## config.mk

```make
export PLATFORM = sky130hd
export DESIGN_NAME = swtc_core
export DESIGN_NICKNAME = d
export VERILOG_FILES = /design/src/core/swtc_ms_timer.v /design/src/core/swtc_core.v
export VERILOG_INCLUDE_DIRS = /design/src /design/src/core
export SDC_FILE = /design/constraint.sdc
export NUM_CORES = 1
export LEC_CHECK = 0
export ABC_AREA = 0
export BUFFER_PORTS_ARGS = -buffer_cell sky130_fd_sc_hd__buf_2
export CAP_MARGIN = 0
export CORE_AREA = 2 2 153 155
export DETAILED_ROUTE_END_ITERATION = 8
export DIE_AREA = 0 0 155 157
export PLACE_DENSITY = 0.46
export SLEW_MARGIN = 10
export SYNTH_ARGS = -nofsm -noshare
export SYNTH_HDL_FRONTEND = slang
export SYNTH_SLANG_ARGS = --single-unit
```

## constraint.sdc

```tcl
create_clock -name clk -period 11.6 [get_ports clk]
set_input_delay 1.16 -clock clk [delete_from_list [all_inputs] [get_ports clk]]
set_output_delay 1.16 -clock clk [all_outputs]
set_load 0.03 [all_outputs]
```

## src/core/swtc_map.vh

```
// register addresses, field layout, reset values and timing for the sleep wake timer block
`ifndef SWTC_MAP_VH
`define SWTC_MAP_VH
// spi frame layout
`define SWTC_FRAME_W       32
`define SWTC_ADDR_HI       31
`define SWTC_ADDR_LO       25
`define SWTC_RW_BIT        24
`define SWTC_DATA_W        24
`define SWTC_FAULT_BIT     23
`define SWTC_IRQ_BIT       22
// register addresses (7-bit)
`define SWTC_ADDR_CFG      7'h0F
`define SWTC_ADDR_WMSEL    7'h10
`define SWTC_ADDR_WMGND    7'h11
// reset values
`define SWTC_CFG_RST       8'h0F
`define SWTC_WMSEL_RST     8'hFF
`define SWTC_WMGND_RST     14'h3FFF
`define SWTC_WMSEL_W       8
`define SWTC_WMGND_W       14
// config fields
`define SWTC_WAKE_HI       7
`define SWTC_WAKE_LO       4
`define SWTC_POLL_HI       3
`define SWTC_POLL_LO       0
`define SWTC_WAKE_OFF      4'h0
// timing: 25 MHz clock, 25000 cycles per ms
`define SWTC_CLK_KHZ       25000
`define SWTC_TICK_W        15
`define SWTC_MS_W          10
`define SWTC_ACTIVE_US     100
`define SWTC_ACTIVE_CYC    ((`SWTC_ACTIVE_US * `SWTC_CLK_KHZ) / 1000)
`define SWTC_ACT_W         12
// last count of the ms prescaler and of the active window, sized for their counters
`define SWTC_MS_LAST       15'h61A7
`define SWTC_ACT_LAST      12'h9C3
// wake timer period in ms for each code
`define SWTC_WAKE_MS_OFF   10'h000
`define SWTC_WAKE_MS_1     10'h006
`define SWTC_WAKE_MS_2     10'h00C
`define SWTC_WAKE_MS_3     10'h018
`define SWTC_WAKE_MS_4     10'h030
`define SWTC_WAKE_MS_5     10'h060
`define SWTC_WAKE_MS_6     10'h0C0
`define SWTC_WAKE_MS_7     10'h18A
`define SWTC_WAKE_MS_8     10'h004
`define SWTC_WAKE_MS_9     10'h008
`define SWTC_WAKE_MS_A     10'h010
`define SWTC_WAKE_MS_B     10'h020
`define SWTC_WAKE_MS_C     10'h040
`define SWTC_WAKE_MS_D     10'h080
`define SWTC_WAKE_MS_E     10'h100
`define SWTC_WAKE_MS_F     10'h200
// polling interval in ms for each code
`define SWTC_POLL_MS_0     10'h003
`define SWTC_POLL_MS_1     10'h006
`define SWTC_POLL_MS_2     10'h00C
`define SWTC_POLL_MS_3     10'h018
`define SWTC_POLL_MS_4     10'h030
`define SWTC_POLL_MS_5     10'h044
`define SWTC_POLL_MS_6     10'h04C
`define SWTC_POLL_MS_7     10'h080
`define SWTC_POLL_MS_8     10'h020
`define SWTC_POLL_MS_9     10'h024
`define SWTC_POLL_MS_A     10'h028
`define SWTC_POLL_MS_B     10'h02C
`define SWTC_POLL_MS_C     10'h034
`define SWTC_POLL_MS_D     10'h038
`define SWTC_POLL_MS_E     10'h03C
`define SWTC_POLL_MS_F     10'h040
`endif

```

## src/core/swtc_ms_timer.v

```verilog
// millisecond down counter that pulses when a loaded period expires
`timescale 1ns/1ps
`default_nettype none
`include "swtc_map.vh"
module swtc_ms_timer
(
   input  wire                     clk,
   input  wire                     reset,
   input  wire                     run,
   input  wire [`SWTC_MS_W-1:0]    period_ms,
   input  wire                     ms_tick,
   output reg                      expired
);
   reg [`SWTC_MS_W-1:0] count;

   always @(posedge clk or posedge reset)
   begin
      if (reset)
      begin
         count   <= {`SWTC_MS_W{1'b0}};
         expired <= 1'b0;
      end
      else
      begin
         expired <= 1'b0;
         if (!run)
            count <= period_ms;
         else if (ms_tick)
         begin
            if (count <= {{(`SWTC_MS_W-1){1'b0}}, 1'b1})
            begin
               expired <= 1'b1;
               count   <= period_ms;
            end
            else
               count <= count - {{(`SWTC_MS_W-1){1'b0}}, 1'b1};
         end
      end
   end
endmodule
`default_nettype wire

```

## src/core/swtc_core.v

```verilog
// sleep-mode wake timer, polling timer and wake masks behind a 32-bit spi register frame
// Functional notes
// - bits 7-4 pick wake timer; 0000 off (reset), other codes map to ms.
// - bits 3-0 pick polling interval; reset 1111 is 64 ms.
// - in sleep, wake timer expiry wakes and raises irq; off never wakes.
// - each poll event enables current sources for a fixed window, then samples.
// - channel with wake bit clear never wakes the device.
// - channel with wake bit set wakes the device on any state change.
// - host may rewrite masks anytime in normal mode; applied immediately.
// - all implemented wake enable bits read one after reset.
// - all wake bits clear stops the polling timer throughout sleep.
// - selectable mask at 0010_000, bits 7-0; bits 23-8 read zero.
// - ground mask at 0010_001; bits 23-14 unused, zero.
// - frame is address 31-25, read/write 24, data 23-0.
`timescale 1ns/1ps
`default_nettype none
`include "swtc_map.vh"
module swtc_core
(
   input  wire                         clk,
   input  wire                         reset,
   input  wire                         frame_valid,
   input  wire [`SWTC_FRAME_W-1:0]     frame_in,
   input  wire                         fault_summary,
   input  wire                         sleep_mode,
   input  wire [`SWTC_WMSEL_W-1:0]     selectable_channel_state,
   input  wire [`SWTC_WMGND_W-1:0]     ground_switch_channel_state,
   input  wire                         irq_clear,
   output reg  [`SWTC_FRAME_W-1:0]     frame_out,
   output reg                          frame_out_valid,
   output reg                          wake_request,
   output reg                          irq_pending_flag,
   output reg                          current_source_en,
   output reg                          sample_strobe,
   output reg                          poll_running
);
   // ----------------------------------------------------------------
   // registers
   // ----------------------------------------------------------------
   reg  [7:0]                 sleep_timer_config;
   reg  [`SWTC_WMSEL_W-1:0]   wake_mask_selectable;
   reg  [`SWTC_WMGND_W-1:0]   wake_mask_ground;
   reg  [`SWTC_DATA_W-1:0]    next_read;

   wire [6:0] addr   = frame_in[`SWTC_ADDR_HI:`SWTC_ADDR_LO];
   wire       is_wr  = frame_in[`SWTC_RW_BIT];
   wire [`SWTC_DATA_W-1:0] wdata = frame_in[`SWTC_DATA_W-1:0];

   always @*
   begin
      case (addr)
         `SWTC_ADDR_CFG:   next_read = {16'h0000, sleep_timer_config};
         `SWTC_ADDR_WMSEL: next_read = {16'h0000, wake_mask_selectable};
         `SWTC_ADDR_WMGND: next_read = {10'h000, wake_mask_ground};
         default:          next_read = 24'h000000;
      endcase
   end

   always @(posedge clk or posedge reset)
   begin
      if (reset)
      begin
         sleep_timer_config   <= `SWTC_CFG_RST;
         wake_mask_selectable <= `SWTC_WMSEL_RST;
         wake_mask_ground     <= `SWTC_WMGND_RST;
         frame_out            <= 32'h00000000;
         frame_out_valid      <= 1'b0;
      end
      else
      begin
         frame_out_valid <= frame_valid;
         if (frame_valid)
         begin
            // reply carries status flags over the pre-write register content
            frame_out <= {addr, is_wr, fault_summary, irq_pending_flag,
                          next_read[21:0]};
            if (is_wr && !sleep_mode)
            begin
               case (addr)
                  `SWTC_ADDR_CFG:   sleep_timer_config   <= wdata[7:0];
                  `SWTC_ADDR_WMSEL: wake_mask_selectable <= wdata[`SWTC_WMSEL_W-1:0];
                  `SWTC_ADDR_WMGND: wake_mask_ground     <= wdata[`SWTC_WMGND_W-1:0];
                  default:          ;
               endcase
            end
         end
      end
   end

   // ----------------------------------------------------------------
   // period decode
   // ----------------------------------------------------------------
   wire [3:0] wake_code = sleep_timer_config[`SWTC_WAKE_HI:`SWTC_WAKE_LO];
   wire [3:0] poll_code = sleep_timer_config[`SWTC_POLL_HI:`SWTC_POLL_LO];
   reg  [`SWTC_MS_W-1:0] wake_ms;
   reg  [`SWTC_MS_W-1:0] poll_ms;

   always @*
   begin
      case (wake_code)
         4'h1:    wake_ms = `SWTC_WAKE_MS_1;
         4'h2:    wake_ms = `SWTC_WAKE_MS_2;
         4'h3:    wake_ms = `SWTC_WAKE_MS_3;
         4'h4:    wake_ms = `SWTC_WAKE_MS_4;
         4'h5:    wake_ms = `SWTC_WAKE_MS_5;
         4'h6:    wake_ms = `SWTC_WAKE_MS_6;
         4'h7:    wake_ms = `SWTC_WAKE_MS_7;
         4'h8:    wake_ms = `SWTC_WAKE_MS_8;
         4'h9:    wake_ms = `SWTC_WAKE_MS_9;
         4'hA:    wake_ms = `SWTC_WAKE_MS_A;
         4'hB:    wake_ms = `SWTC_WAKE_MS_B;
         4'hC:    wake_ms = `SWTC_WAKE_MS_C;
         4'hD:    wake_ms = `SWTC_WAKE_MS_D;
         4'hE:    wake_ms = `SWTC_WAKE_MS_E;
         4'hF:    wake_ms = `SWTC_WAKE_MS_F;
         default: wake_ms = `SWTC_WAKE_MS_OFF;
      endcase
   end

   always @*
   begin
      case (poll_code)
         4'h0:    poll_ms = `SWTC_POLL_MS_0;
         4'h1:    poll_ms = `SWTC_POLL_MS_1;
         4'h2:    poll_ms = `SWTC_POLL_MS_2;
         4'h3:    poll_ms = `SWTC_POLL_MS_3;
         4'h4:    poll_ms = `SWTC_POLL_MS_4;
         4'h5:    poll_ms = `SWTC_POLL_MS_5;
         4'h6:    poll_ms = `SWTC_POLL_MS_6;
         4'h7:    poll_ms = `SWTC_POLL_MS_7;
         4'h8:    poll_ms = `SWTC_POLL_MS_8;
         4'h9:    poll_ms = `SWTC_POLL_MS_9;
         4'hA:    poll_ms = `SWTC_POLL_MS_A;
         4'hB:    poll_ms = `SWTC_POLL_MS_B;
         4'hC:    poll_ms = `SWTC_POLL_MS_C;
         4'hD:    poll_ms = `SWTC_POLL_MS_D;
         4'hE:    poll_ms = `SWTC_POLL_MS_E;
         default: poll_ms = `SWTC_POLL_MS_F;
      endcase
   end

   // ----------------------------------------------------------------
   // millisecond tick and timers
   // ----------------------------------------------------------------
   reg  [`SWTC_TICK_W-1:0] tick_cnt;
   wire ms_tick = (tick_cnt == `SWTC_MS_LAST);

   always @(posedge clk or posedge reset)
   begin
      if (reset)
         tick_cnt <= {`SWTC_TICK_W{1'b0}};
      else if (!sleep_mode || ms_tick)
         tick_cnt <= {`SWTC_TICK_W{1'b0}};
      else
         tick_cnt <= tick_cnt + {{(`SWTC_TICK_W-1){1'b0}}, 1'b1};
   end

   wire any_wake_en = (|wake_mask_selectable) | (|wake_mask_ground);
   wire wake_run    = sleep_mode && (wake_code != `SWTC_WAKE_OFF);
   wire poll_run    = sleep_mode && any_wake_en;
   wire wake_exp;
   wire poll_exp;

   swtc_ms_timer u_wake_timer
   (
      .clk       (clk),
      .reset     (reset),
      .run       (wake_run),
      .period_ms (wake_ms),
      .ms_tick   (ms_tick),
      .expired   (wake_exp)
   );

   swtc_ms_timer u_poll_timer
   (
      .clk       (clk),
      .reset     (reset),
      .run       (poll_run),
      .period_ms (poll_ms),
      .ms_tick   (ms_tick),
      .expired   (poll_exp)
   );

   // ----------------------------------------------------------------
   // polling window, sampling and wake decision
   // ----------------------------------------------------------------
   reg  [`SWTC_ACT_W-1:0]    act_cnt;
   reg  [`SWTC_WMSEL_W-1:0]  last_sel;
   reg  [`SWTC_WMGND_W-1:0]  last_gnd;
   wire window_end = current_source_en && (act_cnt == `SWTC_ACT_LAST);
   wire [`SWTC_WMSEL_W-1:0] sel_chg = (selectable_channel_state ^ last_sel) & wake_mask_selectable;
   wire [`SWTC_WMGND_W-1:0] gnd_chg = (ground_switch_channel_state ^ last_gnd) & wake_mask_ground;

   always @(posedge clk or posedge reset)
   begin
      if (reset)
      begin
         act_cnt           <= {`SWTC_ACT_W{1'b0}};
         current_source_en <= 1'b0;
         sample_strobe     <= 1'b0;
         poll_running      <= 1'b0;
         last_sel          <= {`SWTC_WMSEL_W{1'b0}};
         last_gnd          <= {`SWTC_WMGND_W{1'b0}};
         wake_request      <= 1'b0;
         irq_pending_flag  <= 1'b0;
      end
      else
      begin
         poll_running  <= poll_run;
         sample_strobe <= window_end;
         if (!sleep_mode)
         begin
            current_source_en <= 1'b0;
            act_cnt           <= {`SWTC_ACT_W{1'b0}};
            wake_request      <= 1'b0;
            // reference states track the switches while awake
            last_sel          <= selectable_channel_state;
            last_gnd          <= ground_switch_channel_state;
         end
         else if (poll_exp)
         begin
            current_source_en <= 1'b1;
            act_cnt           <= {`SWTC_ACT_W{1'b0}};
         end
         else if (window_end)
         begin
            current_source_en <= 1'b0;
            if ((|sel_chg) || (|gnd_chg))
               wake_request <= 1'b1;
            last_sel <= selectable_channel_state;
            last_gnd <= ground_switch_channel_state;
         end
         else if (current_source_en)
            act_cnt <= act_cnt + {{(`SWTC_ACT_W-1){1'b0}}, 1'b1};
         if (sleep_mode && wake_exp)
            wake_request <= 1'b1;
         // set wins over clear
         if (sleep_mode && wake_exp)
            irq_pending_flag <= 1'b1;
         else if (irq_clear)
            irq_pending_flag <= 1'b0;
      end
   end
endmodule
`default_nettype wire

```

==> results.toml, run 1 <==
[timing]
final_max_slew_viol_count = 0
relSlewSlack_pct = 37.0
worstMarginPinSlew_ns = 0.946
fin_worst_skew_ns = 0.0129
worst_slack_ns = 8.22
grt_setup_unrepaired = "no"
hold_viol = 0
layout_min_cycle_time_ns = 3.38
fin_setup_tns_ns = 0
setup_viol = 0
period_share_pct = 29.1
max_freq_ghz = 0.296

[pwr]
p_total_mw = 1.24
p_leak_nw = 3.54
seq_power_share_pct = 41.4
swShare_pct = 25.9
combPwrFrac_pct = 12.4
p_switching_mw = 0.321
clock_power_share_pct = 46.2
p_per_area_nw_per_um2 = 156
ir_drop_mv = 0.0719
p_int_mw = 0.918

[yosys]
synthCells = 621
synth_top_area_share_pct = 39.3
syn-cell-area_um2 = 6680
avgSynthCellArea_um2 = 10.8
synth_top_cells_by_area = "dfrtp_1, dfstp_2, mux2_2"
synth_edf_count = 0
synth_cell_types = 66
synth_warnings = 0
ys_seq_elements = 131
synth_top_area_cell = "dfrtp_1"
ys_seq_area_share_pct = 49.5
ys.flop_type = "dfrtp_1"
synthArstFlopShare_pct = 100

[finish]
nFillCells = 2252
final_nets = 768
seqCellArea_um2 = 3310
final_util_pct = 35.3
drive_above_1_share_pct = 29.2
layout_commonest_cell = "dfrtp_1"
areaGrowthSynthToFinish_pct = 18.9
final_cell_mix = "dfrtp_1, buf_2, mux2_2"
antenna_cells = 0
multi_input_area_um2 = 3110
stdcell_area_um2 = 7950

[die]
io_pins = 98
core-area_um2 = 22500
start_util_pct = 29.7
rows = 55
die_x_um = 155
fp.dieH_um = 157
fp.dieArea_um2 = 24300

[cts]
post_cts_resized = 0
postCtsHoldBufs = 0
cts_max_level = 4
cts_tree = "built"
cts.sinks = 131
path_clk_slew_ns = 0.05
clock-root-buffer = "clkbuf_16"
numCtsBuffers = 17
post-cts-setup-buffer-count = 0
clk_latency_ns = 0.42
clk_path_buf_depth = 2

[setup_path]
path_buf_inv = 1
crit_chain = "buf_2 -> or4b_1 -> nor3_1 -> and2_1 -> nand4_2 -> mux2_2"
critPathRequiredTime_ns = 11.94
crit_slowest_cell = "and2_1"
crit_type = "input pin to register"
cp_top_family = "simple AND/OR/NAND/NOR gates"
cp_slowest_stage_delay_ns = 0.61
crit_arrival_ns = 3.72
critPathLaunchType = "input pin"
cp_max_fo = 15
critPathCaptureType = "register"

[flow_run]
maxCapViolations = 0

[place]
gp_congestion = 0.822
place_area_um2 = 7320
dpl_worst_slack_ns = 7.77
hpwl_mm = 11.7
io_buffers = 79

[global_route]
grt_pass1_vias = 5005
grt_max_degree = 76
grt_use_total_pct = 14.3
grt_pass1_wl_mm = 27.0
grt-ovfl-total = 0
antenna_found_initial = 1

[hold_path]
hold_class = "register to register"

[detailed_routing]
vias = 4922
drtIter0Drc = 322
final_antenna_net_count = 0
avgRoutedWirePerCell_um = 16.6
via_per_inst = 4.96
finalWirelength_mm = 16.5
dr.pass1.iters = 5
drc = 0

[run_status]
status = "completed"
state kept, by name (all words and copies together) (netlist names):
signal / flops
tick_cnt: 15
wake_mask_ground: 14
last_sel: 8
poll_running: 1
wake_mask_selectable: 8
frame_out_valid: 1
current_source_en: 1
u_poll_timer.expired: 1
frame_out: 24
sample_strobe: 1
u_poll_timer.count: 10
irq_pending_flag: 1
u_wake_timer.expired: 1
u_wake_timer.count: 10
act_cnt: 12
sleep_timer_config: 8
wake_request: 1
last_gnd: 14
synth_stat cells, types with 2 or more instances:
cell       number
a211oi_1        2
a21o_1          5
a21oi_1         8
a222oi_1        9
a22o_1          4
a22oi_1         9
a31o_2          2
a31oi_1         5
a32oi_1         3
and2_1          6
and3_1          9
and4_1          4
buf_2           5
buf_4           8
clkbuf_1       19
dfrtp_1       105
dfstp_2        26
ha_1           13
inv_1          38
mux2_2         57
mux2i_1        11
nand2_1        33
nand2b_1        4
nand3_1        19
nand4_1        11
nor2_1         45
nor2b_1         2
nor3_1         17
nor3b_1         2
nor4_1          9
nor4b_1         3
o2111ai_1       2
o21a_1          2
o21ai_0        29
o21ai_1         2
o21bai_1        2
o22ai_1        11
o31ai_1         2
or2_2           2
or3_1           7
xnor2_1        10
xor2_1         35
power groups by stage:
stage | clock network (mW) | registers (mW) | logic (mW)
after CTS | 0.586 | 0.513 | 0.155
after global placement | 0 | 0.519 | 0.150
final | 0.572 | 0.513 | 0.153
after detailed placement | 0 | 0.520 | 0.154
after floorplan | 0 | 0.520 | 0.107
after global routing | 0.608 | 0.517 | 0.172
final timing paths:
kind,from,to,slack (ns),depth (start not counted)
min in group asynchronous,reset,tick_cnt[11]$_DFF_PP0_,0.88,2
worst max register to register,tick_cnt[0]$_DFF_PP0_,u_wake_timer.count[7]$_DFFE_PP0P_,8.82,6
worst min register to register,tick_cnt[0]$_DFF_PP0_,tick_cnt[0]$_DFF_PP0_,0.45,1
worst max-delay path,frame_in[26],wake_mask_ground[3]$_DFFE_PP1P_,8.22,6
max in group asynchronous,reset,u_poll_timer.count[8]$_DFFE_PP0P_,9.28,3
worst min-delay path,tick_cnt[0]$_DFF_PP0_,tick_cnt[0]$_DFF_PP0_,0.45,1
final cells by class:
cell class	instances	area share (%)
sequential	131	41.6
multi-input combinational	426	39.1
clock buffer	23	5.89
timing repair buffer	81	5.16
tap	285	4.49
clock inverter	9	1.92
inverter	38	1.83
kinds of logic after synthesis:
logic type / after synthesis / synth area share (%)
AOI/OAI and AO/OA: 110 / 11.8
xor gates and xnor gates: 45 / 5.90
adders and majority gates: 13 / 2.43
buffers and inverters: 71 / 4.64
DFF: 131 / 49.5
muxes: 68 / 11.3
other: 1 / 0.0561
and+or+nand+nor: 182 / 14.4
stage by stage:
stage / hold slack, ns / instances
4_1_cts: 0.451 / 993
2_1_floorplan: 0.424 / 628
5_1_grt: 0.459 / 993
3_3_place_gp: 0.441 / 961
6_report: 0.448 / 993
3_5_place_dp: 0.443 / 961
per-layer routing:
| metal | track usage (%) | wire length [um] | up-vias |
|---|---|---|---|
| li1 | - | - | 2368 |
| met1 | 18.4 | 7720 | 2430 |
| met2 | 22.7 | 7810 | 106 |
| met3 | 3.85 | 672 | 16 |
| met4 | 5.86 | 245 | 2 |
| met5 | 0 | 13 | - |
(Power assumes the default switching activity.)
==> run 2: changes to the inputs <==
Settings changed: PLACE_DENSITY 0.46 to 0.47.
Clock period 11.6 ns to 3.1 ns, I/O delays scaled along.
==> run 2 against run 1 <==
Effect of this change:
- critical path depth decreased by 1
- routed wire length decreased by 0.89%
- design area increased by 0.90%
- first-iteration DRC count increased by 18%
- register-to-register slack got worse by 8.1 ns
- sequential cell count unchanged
- worst setup slack got worse by 7.5 ns
- clock-buffer cell count decreased by 1
- sequential power increased to 3.7 times the previous value
- clock skew decreased by 0.00088 ns
- sequential share of layout area decreased by 0.37 points
- die area unchanged
- critical endpoint is now u_poll_timer.count[3]$_DFFE_PP0P_
==> results.toml, run 2 (same netlist as run 1, synthesis figures left out) <==
[run_status]
status = "completed"

[setup_path]
cp_max_fo = 7
crit_type = "register to register"
r2r_start = "u_poll_timer.count[4]$_DFFE_PP0P_"
critical_path.startpoint = "u_poll_timer.count[4]$_DFFE_PP0P_"
critPathCaptureType = "register"
critPathLaunchType = "register"
crit_arrival_ns = 2.63
critPathRequiredTime_ns = 3.36

[timing]
fin_setup_tns_ns = 0
hold_viol = 0
relSlewSlack_pct = 38.6
setup_viol = 0
worst_slack_ns = 0.730
layout_min_cycle_time_ns = 2.37
final_max_slew_viol_count = 0
fin_worst_skew_ns = 0.0120
period_share_pct = 76.4
worstMarginPinSlew_ns = 0.919
max_freq_ghz = 0.422
grt_setup_unrepaired = "no"

[flow_run]
maxCapViolations = 0

[hold_path]
min-delay-start = "irq_clear"
hold_class = "input pin to register"

[finish]
areaGrowthSynthToFinish_pct = 20.0
largest_reg_flops = 24
regMostFlops = "frame_out"
final_util_pct = 35.6
final_nets = 778
antenna_cells = 0
layout_commonest_cell = "dfrtp_1"
final_cell_mix = "dfrtp_1, buf_2, mux2_2"
drive_above_1_share_pct = 30.4
reg.largest.list = "frame_out x24, tick_cnt x15"

[detailed_routing]
dr.pass1.iters = 7
vias = 4967
avgRoutedWirePerCell_um = 16.3
drc = 0
finalWirelength_mm = 16.3
drtIter0Drc = 380
final_antenna_net_count = 0
via_per_inst = 4.95

[place]
hpwl_mm = 12.0
io_buffers = 79
gp_congestion = 0.814
dpl_worst_slack_ns = 0.595

[pwr]
ir_drop_mv = 0.350
p_leak_nw = 3.58
p_switching_mw = 1.18
swShare_pct = 26.0
p_int_mw = 3.36
p_per_area_nw_per_um2 = 566
seq_power_share_pct = 42.3
p_total_mw = 4.54
combPwrFrac_pct = 12.7
clock_power_share_pct = 45.0

[global_route]
antenna_found_initial = 1
grt_busiest_layer = "met2"
grt-ovfl-total = 0
grt_pass1_vias = 5217
grt_use_total_pct = 14.3
grt_util_met1_pct = 17.7
grt_pass1_wl_mm = 27.3
use_met2_pct = 23.8
grtUsageMet3_pct = 4.49
grt_max_degree = 53

[die]
fp.dieH_um = 157
io_pins = 98
die_x_um = 155
core-area_um2 = 22500
fp.dieArea_um2 = 24300
start_util_pct = 29.7
rows = 55

[cts]
post-cts-setup-buffer-count = 0
clk_path_buf_depth = 2
postCtsHoldBufs = 0
clk_latency_ns = 0.42
cts_tree = "built"
post_cts_resized = 0
numCtsBuffers = 17
cts_max_level = 4
path_clk_slew_ns = 0.06
cts.sinks = 131
clock-root-buffer = "clkbuf_16"
[run 2: power by group through the flow]
stage	combinational, mW	sequential [mW]	clock (mW)
global placement	0.573	1.94	0
detailed placement	0.584	1.95	0
CTS	0.586	1.92	2.10
global route	0.650	1.93	2.19
finish	0.577	1.92	2.04
floorplan	0.402	1.95	0
[run 2: critical path, cell delays in order (launching register included)]
cell	delay, ns
dfrtp_1	0.38
or4_1	0.66
nor4_1	0.68
nor2_1	0.16
a31oi_1	0.22
o22ai_1	0.10
[run 2: final timing paths]
check | slack [ns] | depth (start not counted) | endpoint
max | 0.73 | 5 | u_poll_timer.count[3]$_DFFE_PP0P_
min | 0.06 | 2 | irq_pending_flag$_DFFE_PP0P_
max reg2reg | 0.73 | 5 | u_poll_timer.count[3]$_DFFE_PP0P_
min reg2reg | 0.45 | 1 | tick_cnt[0]$_DFF_PP0_
max in group asynchronous | 2.22 | 3 | sleep_timer_config[1]$_DFFE_PP1P_
min in group asynchronous | 0.07 | 2 | frame_out[11]$_DFFE_PP0P_
[run 2: layout make-up]
cell class	count	area, um^2
Fill cell	2247	14500
Sequential cell	131	3310
Multi-Input combinational cell	426	3100
Timing Repair Buffer	91	510
Clock buffer	22	464
Tap cell	285	357
Inverter	38	146
Clock inverter	10	134
[run 2: per-stage QoR]
stage	hold WS, ns	instances	area [um^2]
finish	0.0599	1003	8020
floorplan	0.341	628	6710
global placement	0.437	971	7420
global route	0.0293	1003	8020
detailed placement	0.447	971	7420
CTS	0.0368	1003	8020
[run 2: metal layers]
layer | part of all wire, % | wire length, um
met1 | 45 | 7340
met4 | 1.2 | 198
met3 | 4.7 | 773
met5 | 0.080 | 13
met2 | 49 | 7990
==> run 3: changes to the inputs <==
Settings changed: ABC_AREA 0 to 1, CORE_AREA 2 2 153 155 to 2 2 158 160, DIE_AREA 0 0 155 157 to 0 0 160 162.
Clock period 3.1 ns to 2 ns, I/O delays scaled along.
==> run 3 against run 2 <==
Effect of this change:
- synthesized cell count up 54%
- global-route usage up 0.63 points
- routed wire length up 14%
- register-to-register slack worse by 0.51 ns
- first-iteration DRC count down 15%
- synthesized area up 6.6%
- total power up 50%
- via count up 28%
- die area up 6.5%
- final cell count up 41%
- non-clock buffer count up 31
- largest power group unchanged
==> results.toml, run 3 <==
[setup_path]
cp_slowest_stage_delay_ns = 0.40
crit_slowest_cell = "dfrtp_1"
crit_type = "register to register"
critPathLaunchType = "register"
cp_max_fo = 17
critPathCaptureType = "register"
crit_chain = "ha_1 -> nand2_1 -> inv_1 -> nand4_1 -> nor2_1 -> nor2_4 -> nand2_4 -> inv_1 -> nand2_1 -> nand2_1 -> inv_1"
rrSetupSlack_ns = 0.22
critPathRequiredTime_ns = 2.32
crit_arrival_ns = 2.10

[detailed_routing]
finalWirelength_mm = 18.6
final_antenna_net_count = 0
via_per_inst = 4.48
dr.pass1.iters = 5
avgRoutedWirePerCell_um = 13.1
vias = 6334
drc = 0
drtIter0Drc = 324

[yosys]
synthCells = 959
synth_most_common_cell = "nand2_1"
ys_seq_elements = 131
synth_cell_types = 40
synth_warnings = 0
syn-cell-area_um2 = 7130
ys.flop_type = "dfrtp_1"
synth_top_cells_by_area = "dfrtp_1, nand2_1, dfstp_2"
synth_edf_count = 0
ys_seq_area_share_pct = 46.4
avgSynthCellArea_um2 = 7.43
synth_top_area_cell = "dfrtp_1"
synth_top_area_share_pct = 36.9
synthArstFlopShare_pct = 100
ys_top_cells_by_count = "nand2_1, nor2_1, dfrtp_1"

[cts]
clk_path_buf_depth = 2
cts_max_level = 4
cts_tree = "built"
clock-root-buffer = "clkbuf_16"
numCtsBuffers = 17
cts.sinks = 131
path_clk_slew_ns = 0.07
post-cts-setup-buffer-count = 0
clk_latency_ns = 0.43

[timing]
layout_min_cycle_time_ns = 1.78
final_max_slew_viol_count = 0
fin_worst_skew_ns = 0.0128
setup_viol = 0
period_share_pct = 88.8
relSlewSlack_pct = 65.9
timing.hold.ws_ns = 0.0125
grt_setup_unrepaired = "no"
max_freq_ghz = 0.563
fin_setup_tns_ns = 0
hold_viol = 0
worstMarginPinSlew_ns = 0.507

[finish]
largest_reg_flops = 24
final_nets = 1151
drive_above_1_share_pct = 16.6
final_cell_mix = "nand2_1, nor2_1, dfrtp_1"
reg.largest.list = "frame_out x24, tick_cnt x15"
layout_commonest_cell = "nand2_1"
areaGrowthSynthToFinish_pct = 23.4
regMostFlops = "frame_out"
nFillCells = 2590
antenna_cells = 0

[hold_path]
hold_class = "input pin to register"

[pwr]
ir_drop_mv = 0.547
p_leak_nw = 4.37
p_per_area_nw_per_um2 = 776

[place]
io_buffers = 79
hpwl_mm = 13.7
gp_congestion = 0.801

[die]
die_x_um = 160
fp.dieH_um = 162
fp.dieArea_um2 = 25900
io_pins = 98
start_util_pct = 29.6
core-area_um2 = 24100
rows = 57

[global_route]
grt_pass1_wl_mm = 31.2
antenna_found_initial = 0
grt_use_total_pct = 15.0
grt_max_degree = 45
grt-ovfl-total = 0
grt_pass1_vias = 6222

[flow_run]
maxCapViolations = 0

[run_status]
status = "completed"
run 3: cells by family (layout without fill, tap and decap cells):
group / count (synthesis) / count (layout) / synth area share, %
AOI/OAI and AO/OA: 126 / 126 / 9.55
xor gates and xnor gates: 12 / 12 / 1.47
adders and majority gates: 13 / 13 / 2.28
buffers and inverters: 133 / 258 / 8.13
DFF: 131 / 131 / 46.4
other: 1 / 8 / 0.0526
and+or+nand+nor: 543 / 543 / 32.1
run 3: final timing paths:
path                                       start                                  end  cells after the start
setup reg to reg           tick_cnt[0]$_DFF_PP0_    u_poll_timer.count[3]$_DFFE_PP0P_                     11
hold reg to reg            tick_cnt[0]$_DFF_PP0_                tick_cnt[0]$_DFF_PP0_                      1
setup / recovery           tick_cnt[0]$_DFF_PP0_    u_poll_timer.count[3]$_DFFE_PP0P_                     11
min in group asynchronous                  reset            frame_out_valid$_DFF_PP0_                      3
max in group asynchronous                  reset  wake_mask_selectable[0]$_DFFE_PP1P_                      4
hold / removal                      frame_in[31]            frame_out[31]$_DFFE_PP0P_                      3
run 3: critical path, delay by kind of cell (launching register included):
family	cells	cell delay, ns
simple gates	7	0.75
buf+inv	3	0.30
flops	1	0.40
fa+ha+maj	1	0.21
run 3: routing by layer:
metal  share of wire [%]  GRT usage, %  vias to the layer above
met5                   0             0                        -
met4                 1.7          4.87                        0
met3                 2.9          2.83                       19
met2                  48          25.9                       87
met1                  47          18.9                     2938
li1                    -             -                     3290
run 3: repair_timing:
item	4_1_cts	5_1_grt
resized for setup	0	4
setup endpoints to repair	0	5
hold endpoints to repair	35	0
hold buffers	22	0
run 3: report_power, final:
group          internal [mW]  switching (mW)  total, mW
clock                   1.67            1.44       3.11
sequential              2.78          0.0937       2.87
combinational          0.304           0.537      0.841
total                   4.75            2.07       6.82
run 3: through the flow:
| stage | setup slack [ns] | instance area, um^2 | power (mW) | utilization [%] | cells |
|---|---|---|---|---|---|
| 6_report | 0.223 | 8790 | 6.82 | 36.5 | 1415 |
| 5_1_grt | 0.0200 | 8790 | 7.16 | 36.5 | 1415 |
| 4_1_cts | 0.187 | 8780 | 6.90 | 36.4 | 1415 |
| 3_5_place_dp | 0.198 | 7980 | 3.73 | 33.1 | 1361 |
| 3_3_place_gp | 0.201 | 7980 | 3.72 | 33.1 | 1361 |
| 2_1_floorplan | 0.198 | 7160 | 3.48 | - | 966 |
run 3: area by class of cell:
class / instances / area [um^2] / share of cell area (%)
well taps: 324 / 405 / 4.61
clock inverters: 15 / 153 / 1.74
inverters: 104 / 394 / 4.48
clock buffers: 17 / 425 / 4.84
flip-flops and latches: 131 / 3310 / 37.6
repair buffers: 122 / 823 / 9.36
multi-input cells: 702 / 3280 / 37.3
